### src/rtl/bfp_pkg.sv
// Shared constants, types and encodings for the buck fault protection control block
package bfp_pkg;

  // ----------------------------------------------------------------
  // Register map
  // ----------------------------------------------------------------
  localparam logic [7:0] OC_LIMIT_OFS    = 8'h15; // Over-current limit select
  localparam logic [7:0] OV_LEVEL_OFS    = 8'h17; // Over-voltage level select
  localparam logic [7:0] OT_LEVEL_OFS    = 8'h19; // Over-temperature level select
  localparam logic [7:0] FAULT_STAT_OFS  = 8'h1E; // Fault state, read only
  localparam logic [2:0] OC_LIMIT_RST    = 3'h2;  // 8 A (9 A adjustable)
  localparam logic [1:0] OV_LEVEL_RST    = 2'h3;  // 120 %
  localparam logic [1:0] OT_LEVEL_RST    = 2'h3;  // 145 C

  // ----------------------------------------------------------------
  // Comparison thresholds
  // ----------------------------------------------------------------
  // Current in 1/32 A steps: 4 A, 6 A, 8 A, 9 A
  localparam logic [9:0] OC_4A           = 10'h080;
  localparam logic [9:0] OC_6A           = 10'h0C0;
  localparam logic [9:0] OC_8A           = 10'h100;
  localparam logic [9:0] OC_9A           = 10'h120;
  // Feedback in percent of target: 105, 110, 115, 120, hysteresis 5
  localparam logic [7:0] OV_105          = 8'h69;
  localparam logic [7:0] OV_110          = 8'h6E;
  localparam logic [7:0] OV_115          = 8'h73;
  localparam logic [7:0] OV_120          = 8'h78;
  localparam logic [7:0] OV_HYST         = 8'h05;
  // Temperature in degrees C, 9-bit signed: 75, 85, 125, 145, hysteresis 20
  localparam logic [8:0] OT_75           = 9'h04B;
  localparam logic [8:0] OT_85           = 9'h055;
  localparam logic [8:0] OT_125          = 9'h07D;
  localparam logic [8:0] OT_145          = 9'h091;
  localparam logic [8:0] OT_HYST         = 9'h014;

  // ----------------------------------------------------------------
  // Timing
  // ----------------------------------------------------------------
  localparam int CLK_PERIOD_NS  = 40;
  localparam int TON_MIN_NS     = 30;
  localparam int TOFF_MIN_NS    = 120;
  localparam int OV_DELAY_NS    = 5000;
  localparam int HICCUP_TIME_US = 1000;
  // Least times round up to whole cycles; the on-time never below one
  localparam int TON_MIN_CYC    = ((TON_MIN_NS + CLK_PERIOD_NS - 1) / CLK_PERIOD_NS) < 1 ? 1 :
                                  ((TON_MIN_NS + CLK_PERIOD_NS - 1) / CLK_PERIOD_NS);
  localparam int TOFF_MIN_CYC   = (TOFF_MIN_NS + CLK_PERIOD_NS - 1) / CLK_PERIOD_NS;
  localparam int OV_DELAY_CYC   = (OV_DELAY_NS + CLK_PERIOD_NS - 1) / CLK_PERIOD_NS;
  localparam int HICCUP_CYC     = (HICCUP_TIME_US * 1000 + CLK_PERIOD_NS - 1) / CLK_PERIOD_NS;

  // ----------------------------------------------------------------
  // Types
  // ----------------------------------------------------------------
  // Protection state, one-hot
  typedef enum logic [5:0] {
    ST_OFF      = 6'h01,
    ST_RUN      = 6'h02,
    ST_OC_DRAIN = 6'h04,
    ST_HICCUP   = 6'h08,
    ST_OV_LATCH = 6'h10,
    ST_OT_SHUT  = 6'h20
  } bfp_state_t;

  // Drive bundle toward the power stage
  typedef struct packed {
    logic hs_on;       // High-side switch gate
    logic ls_on;       // Low-side switch gate
    logic ss_reset;    // Pull soft-start ramp to zero
    logic good;        // Output good flag
    logic ldo_en;      // Internal linear regulator run
  } bfp_drive_t;

  // Strap decode result
  typedef struct packed {
    logic       valid;     // Strap has been captured
    logic       freq_shift; // Switching frequency shifted by 300 kHz
    logic [2:0] offset;    // Address offset 0..7
  } bfp_strap_t;

endpackage

### src/rtl/bfp_fault_ctrl.sv
// Fault protection and switching-limit control for a synchronous step-down regulator
//
// Overview of operation
// - Over-current limit: 3-bit code, 4/6/8(9) A
// - Low-side current above limit raises over-current
// - Over-current drops good flag, resets soft-start
// - Low-side stays on until current reaches zero
// - Hiccup holds both switches off for blanking
// - Retry after blanking, repeat while fault persists
// - Over-voltage needs feedback high over 5 us
// - Over-voltage level: 2-bit code, 105..120 percent
// - Over-voltage: high-side off, good low, low-side on
// - Over-voltage latch cleared only by supply/enable
// - Low-side off below threshold less 5 percent
// - Over-temperature level: 2-bit, 75..145 C
// - Over-temperature: both off, soft-start reset, regulator on
// - Auto restart 20 C below temperature limit
// - High-side pulse at least 30 ns, minimum at start-up
// - High-side off at least 120 ns, current sampled then
// - Enable starts regulation, deassertion stops switching
// - Strap gives offset 0..7 and frequency shift
// - Over-current and over-voltage active during soft-start
module bfp_fault_ctrl #(
  parameter bit          ADJ_VARIANT   = 1'b0,            // Adjustable variant: code 2 = 9 A
  parameter int unsigned HICCUP_CYCLES = bfp_pkg::HICCUP_CYC // Hiccup blanking length
) (
  input  wire logic               CLK_SYS_I,       // 25 MHz system clock
  input  wire logic               RESETN_I,        // Asynchronous reset, active low
  input  wire logic               EN_I,            // Enable pin above threshold
  input  wire logic               SUPPLY_OK_I,     // Internal supply above lockout
  input  wire logic               PWM_REQ_I,       // Modulator asks for high-side on
  input  wire logic               MIN_PULSE_I,     // Start-up, output very low
  input  wire logic               PG_LEVEL_OK_I,   // Output inside good window
  input  wire logic [9:0]         LS_CURRENT_I,    // Low-side current, 1/32 A steps
  input  wire logic [7:0]         FB_PCT_I,        // Feedback in percent of target
  input  wire logic [7:0]         TEMP_I,          // Die temperature, signed degrees C
  input  wire logic [3:0]         STRAP_CODE_I,    // Strap detector resistor index
  input  wire logic               STRAP_VALID_I,   // Strap detector result ready
  input  wire logic [7:0]         REG_ADDR_I,      // Register address
  input  wire logic [7:0]         REG_WDATA_I,     // Register write data
  input  wire logic               REG_WR_I,        // Register write strobe
  input  wire logic               REG_RD_I,        // Register read strobe
  output      logic [7:0]         REG_RDATA_O,     // Register read data
  output      bfp_pkg::bfp_drive_t DRIVE_O,        // Power stage drive bundle
  output      bfp_pkg::bfp_strap_t STRAP_O         // Decoded strap
);

  // ----------------------------------------------------------------
  // Declarations
  // ----------------------------------------------------------------
  localparam logic [7:0] TON_LAST  = 8'(bfp_pkg::TON_MIN_CYC - 1);  // Last forced on-cycle
  localparam logic [7:0] TOFF_LAST = 8'(bfp_pkg::TOFF_MIN_CYC - 1); // Last forced off-cycle
  localparam logic [7:0] OV_LAST   = 8'(bfp_pkg::OV_DELAY_CYC - 1); // Qualification end
  localparam logic [23:0] HIC_LAST = 24'(HICCUP_CYCLES - 1);        // Blanking end

  logic [2:0]          oc_sel;        // Over-current limit code
  logic [1:0]          ov_sel;        // Over-voltage level code
  logic [1:0]          ot_sel;        // Over-temperature level code
  logic [9:0]          oc_limit;      // Selected current limit
  logic [7:0]          ov_limit;      // Selected feedback limit
  logic [8:0]          ot_limit;      // Selected temperature limit
  logic [8:0]          temp_s;        // Sign-extended temperature
  logic [5:0]          raw_cmp;       // Unsynchronised compare results
  logic [5:0]          sync1;         // First synchroniser stage
  logic [5:0]          sync2;         // Second synchroniser stage
  logic                oc_over;       // Current above limit
  logic                ls_zero;       // Current decayed to zero
  logic                ov_over;       // Feedback above level
  logic                ov_below;      // Feedback below level less hysteresis
  logic                ot_over;       // Temperature above limit
  logic                ot_cool;       // Temperature back at or below limit less hysteresis
  logic                run;           // Enable and supply both good
  logic [7:0]          ov_cnt;        // Over-voltage qualification counter
  logic                ov_fault;      // Qualified over-voltage
  logic [23:0]         hic_cnt;       // Hiccup blanking counter
  bfp_pkg::bfp_state_t state;         // Protection state
  bfp_pkg::bfp_state_t next_state;    // Next protection state
  logic                hs_q;          // High-side gate flop
  logic [7:0]          on_cnt;        // Cycles since high-side on
  logic [7:0]          off_cnt;       // Cycles since high-side off
  logic                oc_hit;        // Over-current sampled in off interval

  // ----------------------------------------------------------------
  // Threshold decode
  // ----------------------------------------------------------------
  // Pure lookups on the live fields, so a write acts at once
  always_comb begin
    unique case (oc_sel)
      3'h0:    oc_limit = bfp_pkg::OC_4A;
      3'h1:    oc_limit = bfp_pkg::OC_6A;
      default: oc_limit = ADJ_VARIANT ? bfp_pkg::OC_9A : bfp_pkg::OC_8A; // Unused codes act as 2
    endcase
    unique case (ov_sel)
      2'h0:    ov_limit = bfp_pkg::OV_105;
      2'h1:    ov_limit = bfp_pkg::OV_110;
      2'h2:    ov_limit = bfp_pkg::OV_115;
      default: ov_limit = bfp_pkg::OV_120;
    endcase
    unique case (ot_sel)
      2'h0:    ot_limit = bfp_pkg::OT_75;
      2'h1:    ot_limit = bfp_pkg::OT_85;
      2'h2:    ot_limit = bfp_pkg::OT_125;
      default: ot_limit = bfp_pkg::OT_145;
    endcase
  end

  // Compare results before synchronisation
  assign temp_s     = {TEMP_I[7], TEMP_I};
  assign raw_cmp[0] = LS_CURRENT_I > oc_limit;
  assign raw_cmp[1] = LS_CURRENT_I == 10'h000;
  assign raw_cmp[2] = FB_PCT_I > ov_limit;
  assign raw_cmp[3] = FB_PCT_I < (ov_limit - bfp_pkg::OV_HYST);
  assign raw_cmp[4] = $signed(temp_s) > $signed(ot_limit);
  assign raw_cmp[5] = $signed(temp_s) <= $signed(ot_limit - bfp_pkg::OT_HYST);

  // ----------------------------------------------------------------
  // Synchronisers
  // ----------------------------------------------------------------
  // Two flops per compare bit; only sync2 is read by the logic
  generate
    for (genvar i = 0; i < 6; i++) begin : g_sync
      always_ff @(posedge CLK_SYS_I or negedge RESETN_I) begin
        if (!RESETN_I) begin
          sync1[i] <= 1'b0;
          sync2[i] <= 1'b0;
        end else begin
          sync1[i] <= raw_cmp[i];
          sync2[i] <= sync1[i];
        end
      end
    end
  endgenerate

  assign oc_over  = sync2[0];
  assign ls_zero  = sync2[1];
  assign ov_over  = sync2[2];
  assign ov_below = sync2[3];
  assign ot_over  = sync2[4];
  assign ot_cool  = sync2[5];
  assign run      = EN_I & SUPPLY_OK_I;

  // ----------------------------------------------------------------
  // Register file
  // ----------------------------------------------------------------
  // Writes store only the documented field; upper bits stay zero
  always_ff @(posedge CLK_SYS_I or negedge RESETN_I) begin
    if (!RESETN_I) begin
      oc_sel <= bfp_pkg::OC_LIMIT_RST;
      ov_sel <= bfp_pkg::OV_LEVEL_RST;
      ot_sel <= bfp_pkg::OT_LEVEL_RST;
    end else if (REG_WR_I) begin
      if (REG_ADDR_I == bfp_pkg::OC_LIMIT_OFS) begin
        oc_sel <= REG_WDATA_I[2:0];
      end
      if (REG_ADDR_I == bfp_pkg::OV_LEVEL_OFS) begin
        ov_sel <= REG_WDATA_I[1:0];
      end
      if (REG_ADDR_I == bfp_pkg::OT_LEVEL_OFS) begin
        ot_sel <= REG_WDATA_I[1:0];
      end
    end
  end

  // Read data registered; unmapped addresses read zero
  always_ff @(posedge CLK_SYS_I or negedge RESETN_I) begin
    if (!RESETN_I) begin
      REG_RDATA_O <= 8'h00;
    end else if (REG_RD_I) begin
      unique case (REG_ADDR_I)
        bfp_pkg::OC_LIMIT_OFS:   REG_RDATA_O <= {5'h00, oc_sel};
        bfp_pkg::OV_LEVEL_OFS:   REG_RDATA_O <= {6'h00, ov_sel};
        bfp_pkg::OT_LEVEL_OFS:   REG_RDATA_O <= {6'h00, ot_sel};
        bfp_pkg::FAULT_STAT_OFS: REG_RDATA_O <= {2'h0, state};
        default:                 REG_RDATA_O <= 8'h00;
      endcase
    end
  end

  // ----------------------------------------------------------------
  // Over-voltage qualification
  // ----------------------------------------------------------------
  // Counts only while feedback stays high; any dip restarts it
  // Runs whenever enabled, so the soft-start ramp is covered too
  always_ff @(posedge CLK_SYS_I or negedge RESETN_I) begin
    if (!RESETN_I) begin
      ov_cnt <= 8'h00;
    end else if (!ov_over || !run) begin
      ov_cnt <= 8'h00;
    end else if (ov_cnt != OV_LAST) begin
      ov_cnt <= ov_cnt + 8'h01;
    end
  end

  assign ov_fault = ov_over && (ov_cnt == OV_LAST);

  // ----------------------------------------------------------------
  // Hiccup blanking counter
  // ----------------------------------------------------------------
  // Long count; the parameter lets a simulation shorten it
  always_ff @(posedge CLK_SYS_I or negedge RESETN_I) begin
    if (!RESETN_I) begin
      hic_cnt <= 24'h000000;
    end else if (state != bfp_pkg::ST_HICCUP) begin
      hic_cnt <= 24'h000000;
    end else if (hic_cnt != HIC_LAST) begin
      hic_cnt <= hic_cnt + 24'h000001;
    end
  end

  // ----------------------------------------------------------------
  // Protection state machine
  // ----------------------------------------------------------------
  // Current is only trusted while the low-side conducts
  assign oc_hit = oc_over && (state == bfp_pkg::ST_RUN) && !hs_q;

  // Priority: enable loss, over-voltage, over-temperature, over-current
  always_comb begin
    next_state = state;
    unique case (state)
      bfp_pkg::ST_OFF: begin
        if (run) next_state = bfp_pkg::ST_RUN;
      end
      bfp_pkg::ST_RUN: begin
        if (!run)          next_state = bfp_pkg::ST_OFF;
        else if (ov_fault) next_state = bfp_pkg::ST_OV_LATCH;
        else if (ot_over)  next_state = bfp_pkg::ST_OT_SHUT;
        else if (oc_hit)   next_state = bfp_pkg::ST_OC_DRAIN;
      end
      bfp_pkg::ST_OC_DRAIN: begin
        if (!run)          next_state = bfp_pkg::ST_OFF;
        else if (ov_fault) next_state = bfp_pkg::ST_OV_LATCH;
        else if (ls_zero)  next_state = bfp_pkg::ST_HICCUP;
      end
      bfp_pkg::ST_HICCUP: begin
        if (!run)                   next_state = bfp_pkg::ST_OFF;
        else if (hic_cnt == HIC_LAST) next_state = bfp_pkg::ST_RUN; // Retry
      end
      bfp_pkg::ST_OV_LATCH: begin
        if (!run) next_state = bfp_pkg::ST_OFF;                // Only exit
      end
      bfp_pkg::ST_OT_SHUT: begin
        if (!run)         next_state = bfp_pkg::ST_OFF;
        else if (ov_fault) next_state = bfp_pkg::ST_OV_LATCH;
        else if (ot_cool) next_state = bfp_pkg::ST_RUN;
      end
      default: next_state = bfp_pkg::ST_OFF;                   // Illegal code recovers
    endcase
  end

  // State register
  always_ff @(posedge CLK_SYS_I or negedge RESETN_I) begin
    if (!RESETN_I) begin
      state <= bfp_pkg::ST_OFF;
    end else begin
      state <= next_state;
    end
  end

  // ----------------------------------------------------------------
  // High-side pulse timing
  // ----------------------------------------------------------------
  // Minimum on and off widths; a fault kills the pulse at once, since
  // protection outranks the width limits
  always_ff @(posedge CLK_SYS_I or negedge RESETN_I) begin
    if (!RESETN_I) begin
      hs_q    <= 1'b0;
      on_cnt  <= 8'h00;
      off_cnt <= 8'h00;
    end else if (next_state != bfp_pkg::ST_RUN) begin
      hs_q    <= 1'b0;
      on_cnt  <= 8'h00;
      off_cnt <= 8'h00;
    end else if (hs_q) begin
      // Release when the request ends, or at once in start-up mode
      if ((on_cnt >= TON_LAST) && (!PWM_REQ_I || MIN_PULSE_I)) begin
        hs_q    <= 1'b0;
        off_cnt <= 8'h00;
      end else if (on_cnt != 8'hFF) begin
        on_cnt <= on_cnt + 8'h01;
      end
    end else begin
      if ((off_cnt >= TOFF_LAST) && PWM_REQ_I) begin
        hs_q   <= 1'b1;
        on_cnt <= 8'h00;
      end else if (off_cnt != 8'hFF) begin
        off_cnt <= off_cnt + 8'h01;
      end
    end
  end

  // ----------------------------------------------------------------
  // Drive outputs
  // ----------------------------------------------------------------
  // Registered from next_state so every gate change is glitch free
  always_ff @(posedge CLK_SYS_I or negedge RESETN_I) begin
    if (!RESETN_I) begin
      DRIVE_O <= '0;
    end else begin
      DRIVE_O.ldo_en   <= 1'b1;                                    // Never stopped
      DRIVE_O.hs_on    <= (next_state == bfp_pkg::ST_RUN) && hs_q;
      unique case (next_state)
        bfp_pkg::ST_RUN: begin
          DRIVE_O.ls_on    <= !hs_q;                               // Complementary
          DRIVE_O.ss_reset <= 1'b0;
          DRIVE_O.good     <= PG_LEVEL_OK_I;
        end
        bfp_pkg::ST_OC_DRAIN: begin
          DRIVE_O.ls_on    <= 1'b1;
          DRIVE_O.ss_reset <= 1'b1;
          DRIVE_O.good     <= 1'b0;
        end
        bfp_pkg::ST_OV_LATCH: begin
          DRIVE_O.ls_on    <= !ov_below;
          DRIVE_O.ss_reset <= 1'b1;
          DRIVE_O.good     <= 1'b0;
        end
        default: begin
          DRIVE_O.ls_on    <= 1'b0;
          DRIVE_O.ss_reset <= 1'b1;
          DRIVE_O.good     <= 1'b0;
        end
      endcase
    end
  end

  // ----------------------------------------------------------------
  // Strap decode
  // ----------------------------------------------------------------
  // Captured once after reset; low eight indices keep nominal frequency,
  // upper eight repeat the offsets shifted by 300 kHz
  always_ff @(posedge CLK_SYS_I or negedge RESETN_I) begin
    if (!RESETN_I) begin
      STRAP_O <= '0;
    end else if (STRAP_VALID_I && !STRAP_O.valid) begin
      STRAP_O.valid      <= 1'b1;
      STRAP_O.freq_shift <= STRAP_CODE_I[3];
      STRAP_O.offset     <= STRAP_CODE_I[2:0];
    end
  end

  // ----------------------------------------------------------------
  // Assertions
  // ----------------------------------------------------------------
  a_oc_drain_entry: assert property (@(posedge CLK_SYS_I) disable iff (!RESETN_I)
    (state == bfp_pkg::ST_RUN) && run && !ov_fault && !ot_over && oc_hit
    |=> state == bfp_pkg::ST_OC_DRAIN)
    else $error("over-current not taken");

  a_oc_drain_out: assert property (@(posedge CLK_SYS_I) disable iff (!RESETN_I)
    state == bfp_pkg::ST_OC_DRAIN |=> !DRIVE_O.good && DRIVE_O.ss_reset)
    else $error("good flag or ramp not pulled during over-current");

  a_drain_ls_on: assert property (@(posedge CLK_SYS_I) disable iff (!RESETN_I)
    (state == bfp_pkg::ST_OC_DRAIN) && !ls_zero && run && !ov_fault
    |=> (state == bfp_pkg::ST_OC_DRAIN) && DRIVE_O.ls_on)
    else $error("low-side released before current reached zero");

  a_hiccup_off: assert property (@(posedge CLK_SYS_I) disable iff (!RESETN_I)
    $rose(state == bfp_pkg::ST_HICCUP) && run
    |=> (!DRIVE_O.hs_on && !DRIVE_O.ls_on)[*8])
    else $error("switch on during hiccup blanking");

  a_hiccup_retry: assert property (@(posedge CLK_SYS_I) disable iff (!RESETN_I)
    (state == bfp_pkg::ST_HICCUP) && run && (hic_cnt == HIC_LAST)
    |=> state == bfp_pkg::ST_RUN)
    else $error("no restart after blanking");

  a_ov_qualify: assert property (@(posedge CLK_SYS_I) disable iff (!RESETN_I)
    $rose(ov_fault) |-> $past(ov_over, 124) && ov_over)
    else $error("over-voltage qualified too early");

  a_ov_hs_off: assert property (@(posedge CLK_SYS_I) disable iff (!RESETN_I)
    state == bfp_pkg::ST_OV_LATCH |=> !DRIVE_O.hs_on && !DRIVE_O.good)
    else $error("high-side or good flag on in over-voltage latch");

  a_ov_latched: assert property (@(posedge CLK_SYS_I) disable iff (!RESETN_I)
    (state == bfp_pkg::ST_OV_LATCH) && run |=> state == bfp_pkg::ST_OV_LATCH)
    else $error("over-voltage latch left while enabled");

  a_ov_ls_release: assert property (@(posedge CLK_SYS_I) disable iff (!RESETN_I)
    (state == bfp_pkg::ST_OV_LATCH) && run && ov_below |=> !DRIVE_O.ls_on)
    else $error("low-side kept on below hysteresis");

  a_ot_restart: assert property (@(posedge CLK_SYS_I) disable iff (!RESETN_I)
    (state == bfp_pkg::ST_OT_SHUT) && run && !ov_fault && ot_cool
    |=> state == bfp_pkg::ST_RUN)
    else $error("no restart after cooling");

  a_min_off_time: assert property (@(posedge CLK_SYS_I) disable iff (!RESETN_I)
    $fell(hs_q) |-> !hs_q[*3])
    else $error("high-side off interval too short");

  a_enable_stop: assert property (@(posedge CLK_SYS_I) disable iff (!RESETN_I)
    !run |=> !DRIVE_O.hs_on && !DRIVE_O.ls_on)
    else $error("switching after enable loss");

endmodule

### config.mk
export PLATFORM = sky130hd
export DESIGN_NAME = bfp_fault_ctrl
export DESIGN_NICKNAME = d
export VERILOG_FILES = /design/src/rtl/bfp_pkg.sv /design/src/rtl/bfp_fault_ctrl.sv
export SDC_FILE = /design/constraint.sdc
export NUM_CORES = 1
export LEC_CHECK = 0
export BUFFER_PORTS_ARGS = -buffer_cell sky130_fd_sc_hd__buf_2
export CORE_UTILIZATION = 39
export CTS_BUF_LIST = sky130_fd_sc_hd__clkbuf_8 sky130_fd_sc_hd__clkbuf_16
export CTS_CLUSTER_DIAMETER = 150
export DETAILED_ROUTE_END_ITERATION = 10
export GPL_TIMING_DRIVEN = 0
export PLACE_DENSITY_LB_ADDON = 0.3
export SYNTH_ARGS = -nofsm -noshare
export SYNTH_HDL_FRONTEND = slang
export SYNTH_SLANG_ARGS = --single-unit
### constraint.sdc
create_clock -name CLK_SYS_I -period 2 [get_ports CLK_SYS_I]
set_input_delay 0.4 -clock CLK_SYS_I [delete_from_list [all_inputs] [get_ports CLK_SYS_I]]
set_output_delay 0.4 -clock CLK_SYS_I [all_outputs]
set_load 0.01 [all_outputs]
==> metrics.log <==
INFO  metric post_drt_wl_per_cell = 14.5 µm
INFO  metric die_area = 12900 µm²
INFO  metric post_synth_inst_count = 494
INFO  metric timing.slew.headroom = 0.547
INFO  metric drc_errors_left = 0
INFO  metric dpl_cell_area = 5430 µm²
INFO  metric antenna-diode-count = 0
INFO  metric clock_sink_count = 82
INFO  metric synth_enable_flop_cells = 0
INFO  metric pin_count_of_the_biggest_net_entering_global_routing = 45
INFO  metric violations_in_the_final_reports = negative setup slack
INFO  metric grt_pass1_wl = 18800 µm
INFO  metric core_area = 12100 µm²
INFO  metric synth_largest_area_cell = sky130_fd_sc_hd__dfrtp_1
INFO  metric gpl.final_weighted_congestion = 0.830
INFO  metric crit-reg2reg-capture = sync1[3]$_DFF_PN0_
INFO  metric antenna_found_initial = 0
INFO  metric startpoint_type = register
INFO  metric finalClockSkew = 0.0150 ns
INFO  metric timing.final.setup_violations = 7
INFO  metric routed_wirelength = 11300 µm
INFO  metric dominantRegCellSynth = sky130_fd_sc_hd__dfrtp_1
INFO  metric worstMarginPinSlew = 0.679 ns
INFO  metric r2r_cells = 7
INFO  metric port_buffers = 65
INFO  metric vias_per_cell = 5.35
INFO  metric gr-usage-all-layers = 0.182
INFO  metric cp_data_arrival_time = 2.33 ns
INFO  metric cts_tree = done
INFO  metric critPathKind = reg -> reg
INFO  metric detailedPlacementHpwl = 7620 µm
INFO  metric setup_tns = -0.484 ns
INFO  metric worst_slack = -0.112 ns
INFO  metric placement.setup.worst_slack = -0.316 ns
INFO  metric die_width = 114 µm
INFO  metric rows = 40
INFO  metric io_pins = 74
INFO  metric multi_input_combinational_cell_area = 3000 µm²
INFO  metric final_hold_viol_count = 0
INFO  metric post_synthesis_async_set_or_reset_flop_share = 1.00
INFO  metric nets = 702
INFO  metric finalCoreUtilization = 0.532
INFO  metric floorplan.die.height = 114 µm
INFO  metric final_max_slew_viol_count = 0
INFO  metric reg2reg_slack = -0.11 ns
INFO  metric timing.fmax = 473 MHz
INFO  metric cellPowerDensity = 616 nW/µm²
INFO  metric crit_required = 2.21 ns
INFO  metric clk_path_buf_depth = 2
INFO  metric post-route-cell-area = 6420 µm²
INFO  metric synth_largest_type_area_fraction = 0.392
INFO  metric ys_warn_count = 0
INFO  metric syn-mean-instance-area = 9.82 µm²
INFO  metric initial_core_utilization = 0.402
INFO  metric antenna_violating_nets_post_route = 0
INFO  metric drt-initial-drc-count = 223
INFO  metric static-leakage-power = 2.76 nW
INFO  metric layout-area-overhead-vs-synth = 32.2%
INFO  metric clockRootBuffer = sky130_fd_sc_hd__clkbuf_16
INFO  metric min_period_over_period = 1.06
INFO  metric run_status = complete, but fails checks
INFO  metric dr_total_vias = 4150
INFO  metric power.combinational.fraction = 0.137
INFO  metric period_minus_slack = 2.11 ns
INFO  metric synthDistinctLibCells = 68
INFO  metric register_clock_pin_slew_on_the_reported_worst_setup_and_hold_paths = 0.07 ns
INFO  metric intPower = 2.99 mW
INFO  metric drt_first_pass_iters = 5
INFO  metric post_route_cells_drive_above_1_share = 0.349
INFO  metric worstSkewPairLatency = 0.35 ns
INFO  metric pwr-share-clk = 0.424
INFO  metric r2r_start = ov_sel[1]$_DFFE_PN1P_
INFO  metric area.sequential = 2070 µm²
INFO  metric cp-end-kind = register
INFO  metric p_sw_frac = 0.245
INFO  metric grt_pass1_vias = 4051
INFO  metric timing.hold.worst.class = in -> async
INFO  metric ys_seq_area_frac = 0.424
INFO  metric hold-worst-slack = 0.0317 ns
INFO  metric fill_cells = 1047
INFO  metric inserted_clock_buffers = 9
INFO  metric grt_setup_unrepaired = yes
INFO  metric syn-cell-area = 4850 µm²
INFO  metric global_route.overflow_total = 0
INFO  metric cts.htree.levels = 3
INFO  metric worst-path-max-fanout = 6
INFO  metric largest_vdd_supply_drop = 0.435 mV
INFO  metric post_synthesis_register_bit_count = 82
INFO  metric max_cap_violations = 0
INFO  metric yosys-top-cells-area = sky130_fd_sc_hd__dfrtp_1, sky130_fd_sc_hd__ha_1, sky130_fd_sc_hd__nor2_1
INFO  metric pwr-share-seq = 0.439
INFO  metric netSwitchingPower = 0.966 mW
cell families (layout without fill, tap and decap cells):
logic type / count (synthesis) / count (layout) / synth area share
xor+xnor: 23 / 23 / 0.0415
fa+ha+maj: 44 / 44 / 0.113
compound gates: 86 / 86 / 0.119
buf+inv: 48 / 160 / 0.0420
other cells: 2 / 3 / 0.00155
mux: 13 / 13 / 0.0296
flops: 82 / 82 / 0.424
simple gates: 196 / 196 / 0.228
worst max-delay path by stage:
stage,from,endpoint,slack (ns)
after floorplan,off_cnt[0]$_DFFE_PN0P_,off_cnt[3]$_DFFE_PN0P_,-0.11
after global placement,REG_ADDR_I[5],oc_sel[0]$_DFFE_PN0P_,-0.26
after detailed placement,REG_ADDR_I[5],oc_sel[2]$_DFFE_PN0P_,-0.32
after CTS,ov_sel[1]$_DFFE_PN1P_,sync1[3]$_DFF_PN0_,-0.10
after global routing,ov_sel[1]$_DFFE_PN1P_,sync1[3]$_DFF_PN0_,-0.18
final,ov_sel[1]$_DFFE_PN1P_,sync1[3]$_DFF_PN0_,-0.11
worst max-delay path: stages, from the launching register on:
cell	delay, ns
sky130_fd_sc_hd__dfstp_2	0.63
sky130_fd_sc_hd__inv_4	0.08
sky130_fd_sc_hd__ha_4	0.16
sky130_fd_sc_hd__or4b_4	0.48
sky130_fd_sc_hd__a31oi_4	0.18
sky130_fd_sc_hd__ha_4	0.16
sky130_fd_sc_hd__nor3_2	0.03
sky130_fd_sc_hd__a211o_1	0.25
Yosys cell counts, types with 3 or more instances:
library cell                instances
sky130_fd_sc_hd__and3_1             8
sky130_fd_sc_hd__nor3b_1            6
sky130_fd_sc_hd__ha_1              44
sky130_fd_sc_hd__o22ai_1            6
sky130_fd_sc_hd__nand4b_1           4
sky130_fd_sc_hd__nor3_1            13
sky130_fd_sc_hd__dfrtp_1           76
sky130_fd_sc_hd__nand2b_1           3
sky130_fd_sc_hd__a21oi_1           22
sky130_fd_sc_hd__nand2_1           25
sky130_fd_sc_hd__and2_1             6
sky130_fd_sc_hd__inv_1             35
sky130_fd_sc_hd__o2111ai_1          3
sky130_fd_sc_hd__or4_4              3
sky130_fd_sc_hd__mux2_2            11
sky130_fd_sc_hd__nand4_1            9
sky130_fd_sc_hd__clkbuf_1           7
sky130_fd_sc_hd__nor2_1            48
sky130_fd_sc_hd__xor2_1            11
sky130_fd_sc_hd__o21ai_0           21
sky130_fd_sc_hd__or2_2              4
sky130_fd_sc_hd__nor2b_1            6
sky130_fd_sc_hd__a31oi_1            4
sky130_fd_sc_hd__xnor2_1           12
sky130_fd_sc_hd__dfstp_2            6
sky130_fd_sc_hd__nand3_1           22
sky130_fd_sc_hd__or3_1              8
sky130_fd_sc_hd__o21a_1             4
sky130_fd_sc_hd__nor4_1            14
stage by stage:
step | std cells | power (mW)
floorplan | 495 | 1.99
CTS | 766 | 3.90
detailed placement | 729 | 2.18
global placement | 728 | 2.15
finish | 775 | 3.95
global route | 775 | 4.12
state kept, by name, summed over array words and instances, names as in the netlist, 2 cells and up:
| signal | cells |
|---|---|
| REG_RDATA_O | 6 |
| off_cnt | 8 |
| state | 6 |
| oc_sel | 3 |
| hic_cnt | 24 |
| ov_cnt | 8 |
| DRIVE_O | 5 |
| STRAP_O | 5 |
| sync1 | 6 |
| ov_sel | 2 |
| ot_sel | 2 |
power groups by stage:
| stage | Sequential (mW) | Combinational [mW] | Clock (mW) |
|---|---|---|---|
| detailed placement | 1.77 | 0.406 | 0 |
| global placement | 1.77 | 0.385 | 0 |
| floorplan | 1.77 | 0.226 | 0 |
| CTS | 1.73 | 0.468 | 1.70 |
| finish | 1.74 | 0.541 | 1.68 |
| global route | 1.74 | 0.606 | 1.78 |
metal layers:
metal | routed length, µm | vias to the layer above | global-route usage
met2 | 5640 | 99 | 0.301
met4 | 227 | 0 | 0.0807
met3 | 386 | 18 | 0.0282
li1 | - | 2001 | -
met5 | 0 | - | 0
met1 | 5010 | 2032 | 0.234
layout make-up:
class                      count  area share
buffer                        10      0.0101
clock buffer                  11      0.0394
clock inverter                 5     0.00741
inverter                      35      0.0213
multi-input combinational    365       0.468
sequential                    82       0.322
tap                          168      0.0328
timing repair buffer          99      0.0991
cells in the final DEF, fill, tap and decap left out, types with 7 or more instances in the layout:
cell / Yosys / final
sky130_fd_sc_hd__o21ai_0: 21 / 16
sky130_fd_sc_hd__dfrtp_1: 76 / 70
sky130_fd_sc_hd__xor2_1: 11 / 11
sky130_fd_sc_hd__nand3_1: 22 / 21
sky130_fd_sc_hd__buf_2: 1 / 65
sky130_fd_sc_hd__nor3_1: 13 / 10
sky130_fd_sc_hd__mux2_2: 11 / 11
sky130_fd_sc_hd__ha_1: 44 / 33
sky130_fd_sc_hd__nand2_1: 25 / 25
sky130_fd_sc_hd__clkbuf_16: 0 / 10
sky130_fd_sc_hd__buf_4: 2 / 29
sky130_fd_sc_hd__xnor2_1: 12 / 12
sky130_fd_sc_hd__nor4_1: 14 / 10
sky130_fd_sc_hd__nand4_1: 9 / 9
sky130_fd_sc_hd__a21oi_1: 22 / 17
sky130_fd_sc_hd__inv_1: 35 / 32
sky130_fd_sc_hd__nor2_1: 48 / 44
sky130_fd_sc_hd__ha_4: 0 / 9
sky130_fd_sc_hd__and3_1: 8 / 8
sky130_fd_sc_hd__buf_6: 2 / 7
timing repair:
item / in CTS / in global routing
endpoints found under the setup margin: 22 / 28
pin swaps: 18 / 16
cloned: 0 / 1
resized for setup: 47 / 48
hold buffers: 0 / 0
setup buffers: 23 / 9
(Power assumes the default switching activity.)
